File: config.mk
export PLATFORM = sky130hd
export DESIGN_NAME = rss_reset_source_sequencer
export DESIGN_NICKNAME = d
export VERILOG_FILES = /design/src/hw/rss_pkg.sv /design/src/hw/rss_reset_source_sequencer.sv /design/src/hw/rss_sync.sv
export SDC_FILE = /design/constraint.sdc
export NUM_CORES = 1
export LEC_CHECK = 0
export BUFFER_PORTS_ARGS = -buffer_cell sky130_fd_sc_hd__buf_2
export CORE_AREA = 2 2 108 110
export DETAILED_ROUTE_END_ITERATION = 10
export DIE_AREA = 0 0 110 112
export PLACE_DENSITY_LB_ADDON = 0.08
export SLEW_MARGIN = 20
export SYNTH_ARGS = -nofsm -noshare
export SYNTH_HDL_FRONTEND = slang
export SYNTH_HIERARCHICAL = 1
export SYNTH_SLANG_ARGS = --single-unit
export TNS_END_PERCENT = 5
File: constraint.sdc
create_clock -name ref_clk -period 4.8 [get_ports ref_clk]
set_clock_uncertainty 0.15 [all_clocks]
set_input_delay 0.96 -clock ref_clk [delete_from_list [all_inputs] [get_ports ref_clk]]
set_output_delay 0.96 -clock ref_clk [all_outputs]
set_load 0.05 [all_outputs]
File: src/hw/rss_pkg.sv
// Purpose: Shared constants and types for the reset source sequencer
// Assumes: 50 MHz reference clock
// Notes:   Cycle counts are derived from the times here; the top module may override them
package rss_pkg;

   localparam int CLK_HZ  = 50_000_000;
   localparam int CLK_MHZ = CLK_HZ / 1_000_000;

   // Sequence times in their own units
   localparam int POR_SEQ_TIME_US  = 22_000;
   localparam int SOFT_RST_TIME_NS = 2_000;
   localparam int PHY_RST_TIME_US  = 100;
   localparam int PHY_BCR_TIME_US  = 100;
   localparam int WAKE_TIME_US     = 2_000;

   // Derived cycle counts, none below one cycle
   localparam int POR_CYC  = POR_SEQ_TIME_US * CLK_MHZ;
   localparam int SOFT_CYC = (SOFT_RST_TIME_NS * CLK_MHZ) / 1_000;
   localparam int PHY_CYC  = PHY_RST_TIME_US * CLK_MHZ;
   localparam int BCR_CYC  = PHY_BCR_TIME_US * CLK_MHZ;
   localparam int WAKE_CYC = WAKE_TIME_US * CLK_MHZ;

   localparam int CNT_W   = 21;
   localparam int STRAP_W = 4;

   // Levels used for reset values
   localparam logic LVL_LO = 1'h0;
   localparam logic LVL_HI = 1'h1;

   typedef enum logic [2:0] {
      S_PINHOLD = 3'h0,
      S_PORSEQ  = 3'h1,
      S_EELOAD  = 3'h2,
      S_RUN     = 3'h3,
      S_SOFT    = 3'h4,
      S_SLEEP   = 3'h5,
      S_WAKE    = 3'h6
   } rss_state_t;

endpackage

File: src/hw/rss_reset_source_sequencer.sv
// Purpose: Steers four reset sources to the circuitry each affects and drives ready
// Assumes: Host strobes are one-cycle pulses on ref_clk; eepromDone comes from local logic
// Notes:   Host writes other than wake are ignored unless the device is running
// Notes on behaviour
// - Only four reset sources: pin, soft reset, PHY control bit, PHY basic-control bit.
// - Pin reset hits every domain, reloads EEPROM address, latches straps.
// - Soft reset hits bus interface, MAC layers; reloads EEPROM; leaves the rest.
// - Ready reads zero while pin low and until its sequence completes.
// - Undriven reset pin is pulled high and never resets.
// - Soft reset bit self-clears after about 2 us, ending the soft reset.
// - PHY control bit resets only the PHY, self-clears after about 100 us.
// - PHY basic-control reset bit resets only the PHY and self-clears.
// - After a wake write, ready sets within 2 ms.
// - Ready sets after the internal sequence of about 22 ms.
// - EEPROM probed after power-up, pin or soft reset; busy flag shows it.
// - Wake write leaves sleep; until ready only reads are honoured.
`timescale 1ns/1ps
`default_nettype none
module rss_reset_source_sequencer #(
   parameter int POR_CYC  = rss_pkg::POR_CYC,
   parameter int PHY_CYC  = rss_pkg::PHY_CYC,
   parameter int BCR_CYC  = rss_pkg::BCR_CYC,
   parameter int WAKE_CYC = rss_pkg::WAKE_CYC,
   parameter int SOFT_CYC = rss_pkg::SOFT_CYC,
   parameter int CNT_W    = rss_pkg::CNT_W,
   parameter int STRAP_W  = rss_pkg::STRAP_W
) (
   // Clock, power-on reset, enable
   input  wire logic               ref_clk,
   input  wire logic               rst_n,
   input  wire logic               clkEn,
   // Reset pin and straps
   input  wire logic               hwResetPinN,
   input  wire logic               hwResetPinDrv,
   input  wire logic [STRAP_W-1:0] strapPins,
   // Host write strobes
   input  wire logic               softResetWr,
   input  wire logic               phyRstWr,
   input  wire logic               phyBcrRstWr,
   input  wire logic               sleepEnter,
   input  wire logic               endianTestWr,
   // EEPROM probe
   input  wire logic               eepromDone,
   // Status bits
   output logic                    readyBit,
   output logic                    softResetBit,
   output logic                    phyRstBit,
   output logic                    phyBcrRstBit,
   output logic                    eepromBusyFlag,
   // Domain resets
   output logic                    pllRstN,
   output logic                    hostBusRstN,
   output logic                    preservedRstN,
   output logic                    macIfRstN,
   output logic                    macRstN,
   output logic                    phyRstN,
   // Reload and straps
   output logic                    eepromReload,
   output logic                    strapLatch,
   output logic      [STRAP_W-1:0] strapVal
);

   rss_pkg::rss_state_t state_q, state_d;
   logic [CNT_W-1:0]   seqCnt_q, seqCnt_d;
   logic [CNT_W-1:0]   phyCnt_q, phyCnt_d;
   logic [CNT_W-1:0]   bcrCnt_q, bcrCnt_d;
   logic               phyBit_q, phyBit_d;
   logic               bcrBit_q, bcrBit_d;
   logic               ready_q, ready_d;
   logic               soft_q, soft_d;
   logic               busy_q, busy_d;
   logic               pll_q, pll_d;
   logic               hostBus_q, hostBus_d;
   logic               preserved_q, preserved_d;
   logic               macIf_q, macIf_d;
   logic               mac_q, mac_d;
   logic               phy_q, phy_d;
   logic               reload_q, reload_d;
   logic               strapP_q, strapP_d;
   logic [STRAP_W-1:0] strapV_q, strapV_d;
   logic               pinEff;
   logic               pinSync;
   logic [STRAP_W-1:0] strapSync;
   logic               hold;
   logic               wrOk;
   logic               leaveHold;

   function automatic logic [CNT_W-1:0] cntDown(input logic [CNT_W-1:0] v);
      return v - CNT_W'(1);
   endfunction

   function automatic logic [CNT_W-1:0] cntLoad(input int cycles);
      return CNT_W'(cycles - 1);
   endfunction

   // Self-clearing bit and its count as {bit, count}; a write wins over the clear
   function automatic logic [CNT_W:0] selfClr(input logic bitQ, input logic [CNT_W-1:0] cnt,
                                              input logic wr, input int cycles);
      logic [CNT_W:0] nxt;
      nxt = {bitQ, cnt};
      if (bitQ) begin
         nxt = (cnt == '0) ? {rss_pkg::LVL_LO, cnt} : {bitQ, cntDown(cnt)};
      end
      if (wr) begin
         nxt = {rss_pkg::LVL_HI, cntLoad(cycles)};
      end
      return nxt;
   endfunction

   assign pinEff = hwResetPinDrv ? hwResetPinN : rss_pkg::LVL_HI;

   // synchronised deassertion; a low reset value keeps pin-hold for two edges
   rss_sync #(.W(STRAP_W + 1), .RST_VAL('0)) u_pinSync (
      .ref_clk (ref_clk),
      .rst_n   (rst_n),
      .clkEn   (clkEn),
      .din     ({pinEff, strapPins}),
      .dout    ({pinSync, strapSync})
   );

   // Host writes only count once ready; guards against writes while asleep
   assign wrOk = (state_q == rss_pkg::S_RUN);

   // Main sequence
   always_comb begin
      state_d  = state_q;
      // Count rests at zero once its timed state is over
      seqCnt_d = (seqCnt_q == '0) ? seqCnt_q : cntDown(seqCnt_q);
      unique case (state_q)
         rss_pkg::S_PINHOLD: begin
            state_d  = rss_pkg::S_PORSEQ;
            seqCnt_d = cntLoad(POR_CYC);
         end
         rss_pkg::S_PORSEQ: begin
            if (seqCnt_q == '0) begin
               state_d = rss_pkg::S_EELOAD;
            end
         end
         rss_pkg::S_EELOAD: begin
            if (eepromDone) begin
               state_d = rss_pkg::S_RUN;
            end
         end
         rss_pkg::S_RUN: begin
            if (softResetWr) begin
               state_d  = rss_pkg::S_SOFT;
               seqCnt_d = cntLoad(SOFT_CYC);
            end else if (sleepEnter) begin
               state_d = rss_pkg::S_SLEEP;
            end
         end
         rss_pkg::S_SOFT: begin
            if (seqCnt_q == '0) begin
               state_d = rss_pkg::S_EELOAD;
            end
         end
         rss_pkg::S_SLEEP: begin
            if (endianTestWr) begin
               state_d  = rss_pkg::S_WAKE;
               seqCnt_d = cntLoad(WAKE_CYC);
            end
         end
         rss_pkg::S_WAKE: begin
            if (seqCnt_q == '0) begin
               state_d = rss_pkg::S_RUN;
            end
         end
         default: begin
            state_d  = rss_pkg::S_PINHOLD;
            seqCnt_d = '0;
         end
      endcase
      if (!pinSync) begin
         state_d  = rss_pkg::S_PINHOLD;
         seqCnt_d = '0;
      end
   end

   // PHY-only resets; a new write wins over the self-clear
   always_comb begin
      {phyBit_d, phyCnt_d} = selfClr(phyBit_q, phyCnt_q, phyRstWr && wrOk, PHY_CYC);
      {bcrBit_d, bcrCnt_d} = selfClr(bcrBit_q, bcrCnt_q, phyBcrRstWr && wrOk, BCR_CYC);
      if (state_d == rss_pkg::S_PINHOLD) begin
         phyBit_d = rss_pkg::LVL_LO;
         bcrBit_d = rss_pkg::LVL_LO;
         phyCnt_d = '0;
         bcrCnt_d = '0;
      end
   end

   // Outputs follow the next state so they line up with state_q
   always_comb begin
      hold      = (state_d == rss_pkg::S_PINHOLD);
      leaveHold = (state_q == rss_pkg::S_PINHOLD) && !hold;
      ready_d  = (state_d == rss_pkg::S_RUN);
      soft_d   = (state_d == rss_pkg::S_SOFT);
      busy_d   = hold || (state_d == rss_pkg::S_PORSEQ) || soft_d
                 || (state_d == rss_pkg::S_EELOAD);
      pll_d       = !hold;
      preserved_d = !hold;
      hostBus_d   = !(hold || soft_d);
      macIf_d     = !(hold || soft_d);
      mac_d       = !(hold || soft_d);
      phy_d       = !(hold || phyBit_d || bcrBit_d);
      reload_d    = (state_d == rss_pkg::S_EELOAD) && (state_q != rss_pkg::S_EELOAD);
      strapP_d = leaveHold;
      strapV_d = leaveHold ? strapSync : strapV_q;
   end

   always_ff @(posedge ref_clk or negedge rst_n) begin
      if (!rst_n) begin
         state_q     <= rss_pkg::S_PINHOLD;
         seqCnt_q    <= '0;
         phyCnt_q    <= '0;
         bcrCnt_q    <= '0;
         phyBit_q    <= rss_pkg::LVL_LO;
         bcrBit_q    <= rss_pkg::LVL_LO;
         ready_q     <= rss_pkg::LVL_LO;
         soft_q      <= rss_pkg::LVL_LO;
         busy_q      <= rss_pkg::LVL_HI;
         pll_q       <= rss_pkg::LVL_LO;
         hostBus_q   <= rss_pkg::LVL_LO;
         preserved_q <= rss_pkg::LVL_LO;
         macIf_q     <= rss_pkg::LVL_LO;
         mac_q       <= rss_pkg::LVL_LO;
         phy_q       <= rss_pkg::LVL_LO;
         reload_q    <= rss_pkg::LVL_LO;
         strapP_q    <= rss_pkg::LVL_LO;
         strapV_q    <= '0;
      end else if (clkEn) begin
         state_q     <= state_d;
         seqCnt_q    <= seqCnt_d;
         phyCnt_q    <= phyCnt_d;
         bcrCnt_q    <= bcrCnt_d;
         phyBit_q    <= phyBit_d;
         bcrBit_q    <= bcrBit_d;
         ready_q     <= ready_d;
         soft_q      <= soft_d;
         busy_q      <= busy_d;
         pll_q       <= pll_d;
         hostBus_q   <= hostBus_d;
         preserved_q <= preserved_d;
         macIf_q     <= macIf_d;
         mac_q       <= mac_d;
         phy_q       <= phy_d;
         reload_q    <= reload_d;
         strapP_q    <= strapP_d;
         strapV_q    <= strapV_d;
      end
   end

   assign readyBit       = ready_q;
   assign softResetBit   = soft_q;
   assign phyRstBit      = phyBit_q;
   assign phyBcrRstBit   = bcrBit_q;
   assign eepromBusyFlag = busy_q;
   assign pllRstN        = pll_q;
   assign hostBusRstN    = hostBus_q;
   assign preservedRstN  = preserved_q;
   assign macIfRstN      = macIf_q;
   assign macRstN        = mac_q;
   assign phyRstN        = phy_q;
   assign eepromReload   = reload_q;
   assign strapLatch     = strapP_q;
   assign strapVal       = strapV_q;

   // Assertion helpers: enabled cycles spent in soft reset and in the PHY control reset
   logic [CNT_W-1:0] softLen_q;
   logic [CNT_W-1:0] phyLen_q;
   always_ff @(posedge ref_clk or negedge rst_n) begin
      if (!rst_n) begin
         softLen_q <= '0;
         phyLen_q  <= '0;
      end else if (clkEn) begin
         softLen_q <= soft_q ? softLen_q + CNT_W'(1) : '0;
         phyLen_q  <= (phyRstWr && wrOk) ? '0 : (phyBit_q ? phyLen_q + CNT_W'(1) : '0);
      end
   end
endmodule
`default_nettype wire

File: src/hw/rss_sync.sv
// Purpose: Two flip-flop synchroniser for pin levels
// Assumes: Inputs are quasi-static levels from outside the clock domain
// Notes:   The first stage feeds only the second stage
`timescale 1ns/1ps
`default_nettype none
module rss_sync #(
   parameter int           W       = 1,
   parameter logic [W-1:0] RST_VAL = '0
) (
   // Clock and control
   input  wire logic         ref_clk,
   input  wire logic         rst_n,
   input  wire logic         clkEn,
   // Levels
   input  wire logic [W-1:0] din,
   output logic      [W-1:0] dout
);

   logic [W-1:0] meta_q;
   logic [W-1:0] meta_d;
   logic [W-1:0] sync_q;
   logic [W-1:0] sync_d;

   always_comb begin
      meta_d = clkEn ? din : meta_q;
      sync_d = clkEn ? meta_q : sync_q;
   end

   always_ff @(posedge ref_clk or negedge rst_n) begin
      if (!rst_n) begin
         meta_q <= RST_VAL;
         sync_q <= RST_VAL;
      end else begin
         meta_q <= meta_d;
         sync_q <= sync_d;
      end
   end

   assign dout = sync_q;

endmodule
`default_nettype wire
==> results of run 1 <==
through the flow:
step	util	cells
after floorplan	-	583
after global placement	0.510	728
after detailed placement	0.510	728
after CTS	0.542	744
after global routing	0.543	744
final	0.543	744
worst max-delay path, cell delays in order, from the launching register on:
cell and delay, ns:
dfrtp_1 0.75, nand4b_1 0.61, and4_1 0.47, o211a_1 0.39, and3_1 0.30, a211o_1 0.21
cell usage after synthesis (all sizes together), types with 5 or more instances:
library cell  instances
or4                   8
nor3                 31
inv                  24
a211oi               11
buf                  18
a211o                14
o21a                  6
clkbuf               16
nand4                13
mux2                 14
dfrtp                89
o211ai                6
a21oi                27
a21o                  7
nand3                25
o21ai                40
and3                 12
nor4                 14
nand2b               11
nand2                33
ha                    5
a31oi                26
nor2                 35
a22o                  8
or3                  13
a221o                 5
state kept, by name, indices dropped and copies added, names as in the netlist:
name,flops
phyBcrRstBit,1
softResetBit,1
strapLatch,1
preservedRstN,1
strapVal,4
phyCnt_q,21
eepromBusyFlag,1
macRstN,1
bcrCnt_q,21
phyRstN,1
eepromReload,1
readyBit,1
phyRstBit,1
seqCnt_q,21
state_q,3
u_pinSync/meta_q,5
u_pinSync/dout,5
per-layer routing:
layer	track usage	vias to the layer above
li1	-	2287
met1	0.338	2377
met2	0.339	125
met3	0.0328	26
met4	0.103	0
met5	0	-
how the worst max path moves through the flow:
stage / startpoint / end
after global routing: state_q[0] / phyCnt_q[19]
final: state_q[0] / phyCnt_q[19]
after CTS: state_q[0] / phyCnt_q[19]
after global placement: phyRstWr / phyCnt_q[19]
after floorplan: clkEn / eepromBusyFlag
after detailed placement: phyRstWr / phyCnt_q[19]
area by class of cell:
| type | count | area (sq um) | area share |
|---|---|---|---|
| clock buffers | 11 | 253 | 0.0417 |
| clock inverters | 5 | 100 | 0.0165 |
| inverters | 24 | 90.1 | 0.0149 |
| multi-input cells | 435 | 2990 | 0.494 |
| flip-flops and latches | 90 | 2250 | 0.372 |
| well taps | 143 | 179 | 0.0295 |
| repair buffers | 36 | 195 | 0.0322 |
cells by family (layout without fill, tap and decap cells):
| family | count (synthesis) | after routing | share of synthesized area |
|---|---|---|---|
| muxes | 14 | 14 | 0.0354 |
| xor gates and xnor gates | 1 | 1 | 0.00159 |
| AOI/OAI and AO/OA | 198 | 198 | 0.257 |
| and+or+nand+nor | 217 | 217 | 0.237 |
| buffers and inverters | 58 | 76 | 0.0486 |
| DFF | 90 | 90 | 0.409 |
| adders and majority gates | 5 | 5 | 0.0114 |
power by group through the flow:
stage	Sequential, W	Combinational, W	Clock [W]
3_5_place_dp	0.00109	0.00139	0
2_1_floorplan	0.00113	0.00104	0
6_report	0.00109	0.00141	0.000839
3_3_place_gp	0.00109	0.00138	0
5_1_grt	0.00111	0.00156	0.000882
4_1_cts	0.00108	0.00140	0.000853
==> impl_metrics.toml, run 1 <==
[run_status]
status = "complete, no violations"

[grt]
antenna_found_initial = 0
grt_pass1_vias = 4520
grt_pass1_wl_um = 22700
grt_max_degree = 74
grt_use_total = 0.231
grt_remaining_overflow = 0

[timing]
setup_viol = 0
hold_viol = 0
worst_slack_ns = 1.81
relSlewSlack = 0.365
rsz0062_at_grt = "false"
finalCritPeriodShare = 0.624
finalSetupTns_ns = 0
worst_pin_slew_ns = 0.946
final_max_slew_viol_count = 0
whs_ns = 0.335
final.min_clock_period_ns = 2.99
clock.fmax_mhz = 334

[yosys]
ys_ff_latch = 90
synth_area_sq_um = 5510
synthArstFlopShare = 1.00
avgSynthCellArea_sq_um = 9.45
yosys.area.top_type = "dfrtp_1"
netlist_top_cells_area = "dfrtp_1, o21ai_0, a31oi_1"
ys.warnings.count = 6
synth_cells = 583
synth_nets = 603
yosysSeqAreaShare = 0.409
synth.distinct_cells = 81
synth_edf_count = 0
netlist.area_leader.share = 0.404
synth-main-ff-cell = "dfrtp_1"

[power]
p_clk_frac = 0.252
power_density_nw_per_um2 = 550
p_switching_w = 0.00138
power.internal_w = 0.00195
total_power_w = 0.00333
swShare = 0.415
pwr-share-seq = 0.326
ir_worst_vdd_uv = 341
combPwrFrac = 0.422
leakage_nw = 2.85

[routing]
met3_wirelength_um = 499
drtPass1Iterations = 5
drc = 0
postRouteAntennaNets = 0
drt_iter0_markers = 352
dr_wl_met2_um = 6240
routed_wirelength_um = 13500
vias_per_cell = 6.47
vias = 4815
routedLengthMet1_um = 6460
wl_per_cell_um = 18.2
routed.top_layer = "met4"

[floorplan]
std_cell_rows = 39
core_area_sq_um = 11200
start_util = 0.493
die_x_um = 110
die-area_sq_um = 12300
num_io_pins = 32
die_h_um = 112

[cells_and_area]
final_cell_mix = "dfrtp_1, nor2_1, o21ai_0"
area.growth.synth_to_final_pct = 10.1
drive_above_1_share = 0.173
antenna_cells = 0
finalNetCount = 616
fillCellCount = 999
mostFrequentLayoutCell = "dfrtp_1"
postLayoutCellArea_sq_um = 6060

[critical_path]
rr_startpoint = "state_q[0]"
r2r_cells = 5
cp.arrival_ns = 3.08
worst-setup-path-type = "reg -> reg"
r2r-end = "phyCnt_q[19]"
r2r_setup_slack_ns = 1.81
worst_setup_path_end_kind = "flip-flop"
start_kind = "flip-flop"
cp.required_ns = 4.89
cp_max_fo = 24

[hold_path]
hp-start = "readyBit"
hp-class = "reg -> reg"
min_path_cells = 1
hold_end = "readyBit"

[placement]
port_buffers = 31
place_ws_ns = 1.64
dpl.hpwl_um = 9110
placed_area_sq_um = 5700
routabilityCongestion = 0.882

[clocking]
post_cts.repair.setup_buffers = 0
cts_sinks = 90
clk_pin_slew_ns = 0.06
cts_root_buffer = "clkbuf_16"
worstSkewPairLatency_ns = 0.35
cts.htree.levels = 3
tritoncts = "built"
hold_buffers = 0
numCtsBuffers = 9
cts_resized = 0
cts_max_path_buffers = 2

[run]
cap_violations = 0
(Power assumes the default switching activity.)
==> run 2, diff against run 1 <==
==> constraint.sdc (replaced) <==
create_clock -name ref_clk -period 2.5 [get_ports ref_clk]
set_clock_uncertainty 0.15 [all_clocks]
set_input_delay 0.5 -clock ref_clk [delete_from_list [all_inputs] [get_ports ref_clk]]
set_output_delay 0.5 -clock ref_clk [all_outputs]
set_load 0.05 [all_outputs]
==> impl_metrics.toml, run 2 (synthesis gave the netlist of run 1 again) <==
[power]
total_power_w = 0.00644
power_density_nw_per_um2 = 1030
ir_worst_vdd_uv = 834
leakage_nw = 2.98

[floorplan]
die_h_um = 112
std_cell_rows = 39
die_x_um = 110
num_io_pins = 32
die-area_sq_um = 12300
core_area_sq_um = 11200
start_util = 0.493

[cells_and_area]
area.growth.synth_to_final_pct = 13.9
seqCellArea_sq_um = 2250
final_cell_mix = "dfrtp_1, buf_4, nor2_1, o21ai_0, nand2_1"
drive_above_1_share = 0.214
antenna_cells = 0
multiInputGateArea_sq_um = 3000
final_util = 0.561
fillCellCount = 1008
finalNetCount = 651
reg_top3 = "bcrCnt_q: 21 flops, phyCnt_q: 21 flops, seqCnt_q: 21 flops"
mostFrequentLayoutCell = "dfrtp_1"

[placement]
routabilityCongestion = 0.912
port_buffers = 31
dpl.hpwl_um = 9960

[critical_path]
start_kind = "flip-flop"
cp.arrival_ns = 2.45
cp_max_fo = 11
crit_path_top_delay_cell = "dfrtp_1"
cpPeakStageDelay_ns = 0.40
cp_top_family = "compound AO/OA/AOI/OAI gates"
cp.required_ns = 2.59
worst_setup_path_end_kind = "flip-flop"
worst-setup-path-type = "reg -> reg"
cp_cell_sequence = "inv_1 -> ha_1 -> nor3b_1 -> buf_4 -> nand3_1 -> o21ai_2 -> a31oi_1 -> a221o_1"
crit_buf_inv = 2

[timing]
relSlewSlack = 0.638
hold_viol = 0
final_max_slew_viol_count = 0
setup_viol = 0
finalCritPeriodShare = 0.944
rsz0062_at_grt = "false"
finalSetupTns_ns = 0
final.min_clock_period_ns = 2.36
clock.fmax_mhz = 424
worst_pin_slew_ns = 0.540

[grt]
antenna_found_initial = 0
grtUsageMet2 = 0.369
grt_remaining_overflow = 0
use_met3 = 0.0386
grt_use_total = 0.240
grt.busiest_layer = "met2"
use_met1 = 0.330
grt_pass1_vias = 4660
grt_pass1_wl_um = 23200
grt_max_degree = 55

[routing]
postRouteAntennaNets = 0
vias_per_cell = 6.34
drtPass1Iterations = 5
drt_iter0_markers = 375
drc = 0
vias = 4940
routed_wirelength_um = 14000
wl_per_cell_um = 17.9

[clocking]
clk_pin_slew_ns = 0.07
cts.htree.levels = 3
worstSkewPairLatency_ns = 0.35
tritoncts = "built"
numCtsBuffers = 9
cts_sinks = 90
cts_max_path_buffers = 2
cts_root_buffer = "clkbuf_16"

[run]
cap_violations = 0

[hold_path]
hp-class = "in -> reg"

[run_status]
status = "complete, no violations"
==> run 2: cell types whose count changed in the layout (fill, tap and decap cells not counted), sizes merged <==
cell,before,now
clkinv,2,3
buf,36,70
clkinvlp,0,1
bufinv,3,0
dlygate4sd3,0,1
inv,24,25
==> run 2: layer usage <==
metal | routed length [um] | vias up
li1 | - | 2353
met1 | 6480 | 2395
met2 | 6400 | 163
met3 | 734 | 29
met4 | 353 | 0
met5 | 0 | -
==> run 2: cell type report <==
cell class / instances / share of cell area
Inverter: 24 / 0.0144
Timing Repair Buffer: 71 / 0.0754
Tap cell: 143 / 0.0285
Clock buffer: 11 / 0.0387
Sequential cell: 90 / 0.359
Multi-Input combinational cell: 435 / 0.478
Clock inverter: 5 / 0.00618
==> run 2: path summary, 6_finish.rpt <==
path,end,slack (ns),startpoint,cells past startpoint
max,seqCnt_q[3],0.14,seqCnt_q[1],8
min,u_pinSync/meta_q[2],0.23,strapPins[2],2
max reg2reg,seqCnt_q[3],0.14,seqCnt_q[1],8
min reg2reg,phyCnt_q[17],0.33,phyCnt_q[17],1
max in group asynchronous,eepromBusyFlag,1.04,rst_n,3
min in group asynchronous,bcrCnt_q[16],0.48,rst_n,2
==> run 2: what timing repair did <==
| item | 4_1_cts | 5_1_grt |
|---|---|---|
| setup endpoints to repair | 0 | 5 |
| gates resized for setup | 0 | 2 |
| hold buffers | 1 | 0 |
| setup buffers | 0 | 1 |
| endpoints found under the hold margin | 30 | 0 |
==> run 2: power by group <==
part	switching, W	internal, W	leakage [nW]
logic	0.00186	0.00121	1.66
registers	0.000329	0.00173	1.19
clock network	0.000602	0.000707	0.136
total	0.00279	0.00365	2.98
==> run 2: metrics by stage <==
stage	hold slack (ns)	cells	worst slack [ns]	instance area [sq um]
after floorplan	0.0544	583	0.356	5510
after global placement	0.319	761	0.148	5960
after detailed placement	0.324	761	0.132	5960
after CTS	0.214	778	0.110	6260
after global routing	0.226	779	0.0142	6270
final	0.226	779	0.140	6270
==> run 3, diff against run 2 <==
==> constraint.sdc (replaced) <==
create_clock -name ref_clk -period 3 [get_ports ref_clk]
set_clock_uncertainty 0.15 [all_clocks]
set_input_delay 0.6 -clock ref_clk [delete_from_list [all_inputs] [get_ports ref_clk]]
set_output_delay 0.6 -clock ref_clk [all_outputs]
set_load 0.05 [all_outputs]
==> impl_metrics.toml, run 3 (synthesis gave the netlist of run 1 again) <==
[power]
power_density_nw_per_um2 = 878
swShare = 0.430
total_power_w = 0.00535
p_clk_frac = 0.234
leakage_nw = 2.87
combPwrFrac = 0.441
pwr-share-seq = 0.324
power.internal_w = 0.00305
ir_worst_vdd_uv = 508
p_switching_w = 0.00230

[grt]
grt_pass1_vias = 4693
grt_remaining_overflow = 0
antenna_found_initial = 0
grt_pass1_wl_um = 23300
grt_max_degree = 55
grtUsageMet2 = 0.362
use_met3 = 0.0381
grt.busiest_layer = "met2"
use_met1 = 0.340
grt_use_total = 0.241

[clocking]
worstSkewPairLatency_ns = 0.35
tritoncts = "built"
numCtsBuffers = 9
cts_sinks = 90
clk_pin_slew_ns = 0.07
cts_max_path_buffers = 2
hold_buffers = 0
cts_root_buffer = "clkbuf_16"
cts.htree.levels = 3

[critical_path]
start_kind = "flip-flop"
cp_top_family = "simple AND/OR/NAND/NOR gates"
r2r-end = "eepromBusyFlag"
r2r_setup_slack_ns = 0.34
crit_path_top_delay_cell = "nor3b_1"
cp_cell_sequence = "inv_1 -> ha_1 -> nor3b_1 -> nand3_1 -> o41ai_2 -> nand2_1 -> o211a_1"
crit_buf_inv = 1
rr_startpoint = "seqCnt_q[1]"
cp_max_fo = 6
r2r_cells = 7
cpPeakStageDelay_ns = 0.56
worst_setup_path_end_kind = "flip-flop"
worst-setup-path-type = "reg -> reg"
cp.arrival_ns = 2.79
cp.required_ns = 3.13

[timing]
rsz0062_at_grt = "false"
worst_slack_ns = 0.343
relSlewSlack = 0.513
whs_ns = 0.154
worst_pin_slew_ns = 0.730
hold_viol = 0
finalCritPeriodShare = 0.886
setup_viol = 0
final_max_slew_viol_count = 0
final.min_clock_period_ns = 2.66
clock.fmax_mhz = 376
finalSetupTns_ns = 0

[placement]
routabilityCongestion = 0.904
port_buffers = 31
dpl.hpwl_um = 9650
place_ws_ns = 0.309
dp_cells = 737

[routing]
routed_wirelength_um = 14000
drt_iter0_markers = 404
drtPass1Iterations = 5
vias_per_cell = 6.52
vias = 4907
wl_per_cell_um = 18.7
postRouteAntennaNets = 0
drc = 0

[floorplan]
std_cell_rows = 39
die-area_sq_um = 12300
die_x_um = 110
num_io_pins = 32
die_h_um = 112
start_util = 0.493
core_area_sq_um = 11200

[cells_and_area]
reg_top3 = "bcrCnt_q: 21 flops, phyCnt_q: 21 flops, seqCnt_q: 21 flops"
area.growth.synth_to_final_pct = 10.7
final_cell_mix = "dfrtp_1, nor2_1, o21ai_0"
drive_above_1_share = 0.185
finalNetCount = 625
antenna_cells = 0
mostFrequentLayoutCell = "dfrtp_1"
final_cells = 753

[run_status]
status = "complete, no violations"

[run]
cap_violations = 0

[hold_path]
hp-class = "in -> async"
-- run 3: how the worst max path moves through the flow --
stage,from,to,slack (ns),cells past startpoint
after detailed placement,seqCnt_q[1],seqCnt_q[0],0.31,7
after floorplan,seqCnt_q[1],eepromBusyFlag,0.86,8
after CTS,seqCnt_q[1],seqCnt_q[0],0.29,7
after global placement,seqCnt_q[0],seqCnt_q[0],0.46,7
final,seqCnt_q[1],eepromBusyFlag,0.34,7
after global routing,seqCnt_q[1],eepromBusyFlag,0.13,7
-- run 3: per-stage QoR --
step                utilization  cell area [sq um]
floorplan                     -               5510
global placement          0.517               5770
detailed placement        0.517               5770
global route              0.546               6100
CTS                       0.546               6100
finish                    0.546               6100
-- run 3: timing repair --
action	CTS	global route
resized for setup	0	1
endpoints found under the setup margin	0	1
setup buffers	0	0
-- run 3: layout make-up --
type | instances | area (sq um)
Inverter | 24 | 90.1
Multi-Input combinational cell | 435 | 2990
Tap cell | 143 | 179
Clock inverter | 7 | 98.8
Timing Repair Buffer | 45 | 263
Sequential cell | 90 | 2250
Clock buffer | 9 | 225
Fill cell | 992 | 5080
-- run 3: per-layer routing --
| metal | wire (um) | vias up |
|---|---|---|
| li1 | - | 2312 |
| met1 | 6610 | 2418 |
| met2 | 6460 | 151 |
| met3 | 637 | 26 |
| met4 | 346 | 0 |
| met5 | 0 | - |
-- run 3: power by group through the flow --
stage,sequential [W],clock (W),combinational [W]
5_1_grt,0.00178,0.00133,0.00260
2_1_floorplan,0.00181,0,0.00166
3_3_place_gp,0.00174,0,0.00227
4_1_cts,0.00173,0.00128,0.00234
6_report,0.00174,0.00125,0.00236
3_5_place_dp,0.00175,0,0.00232
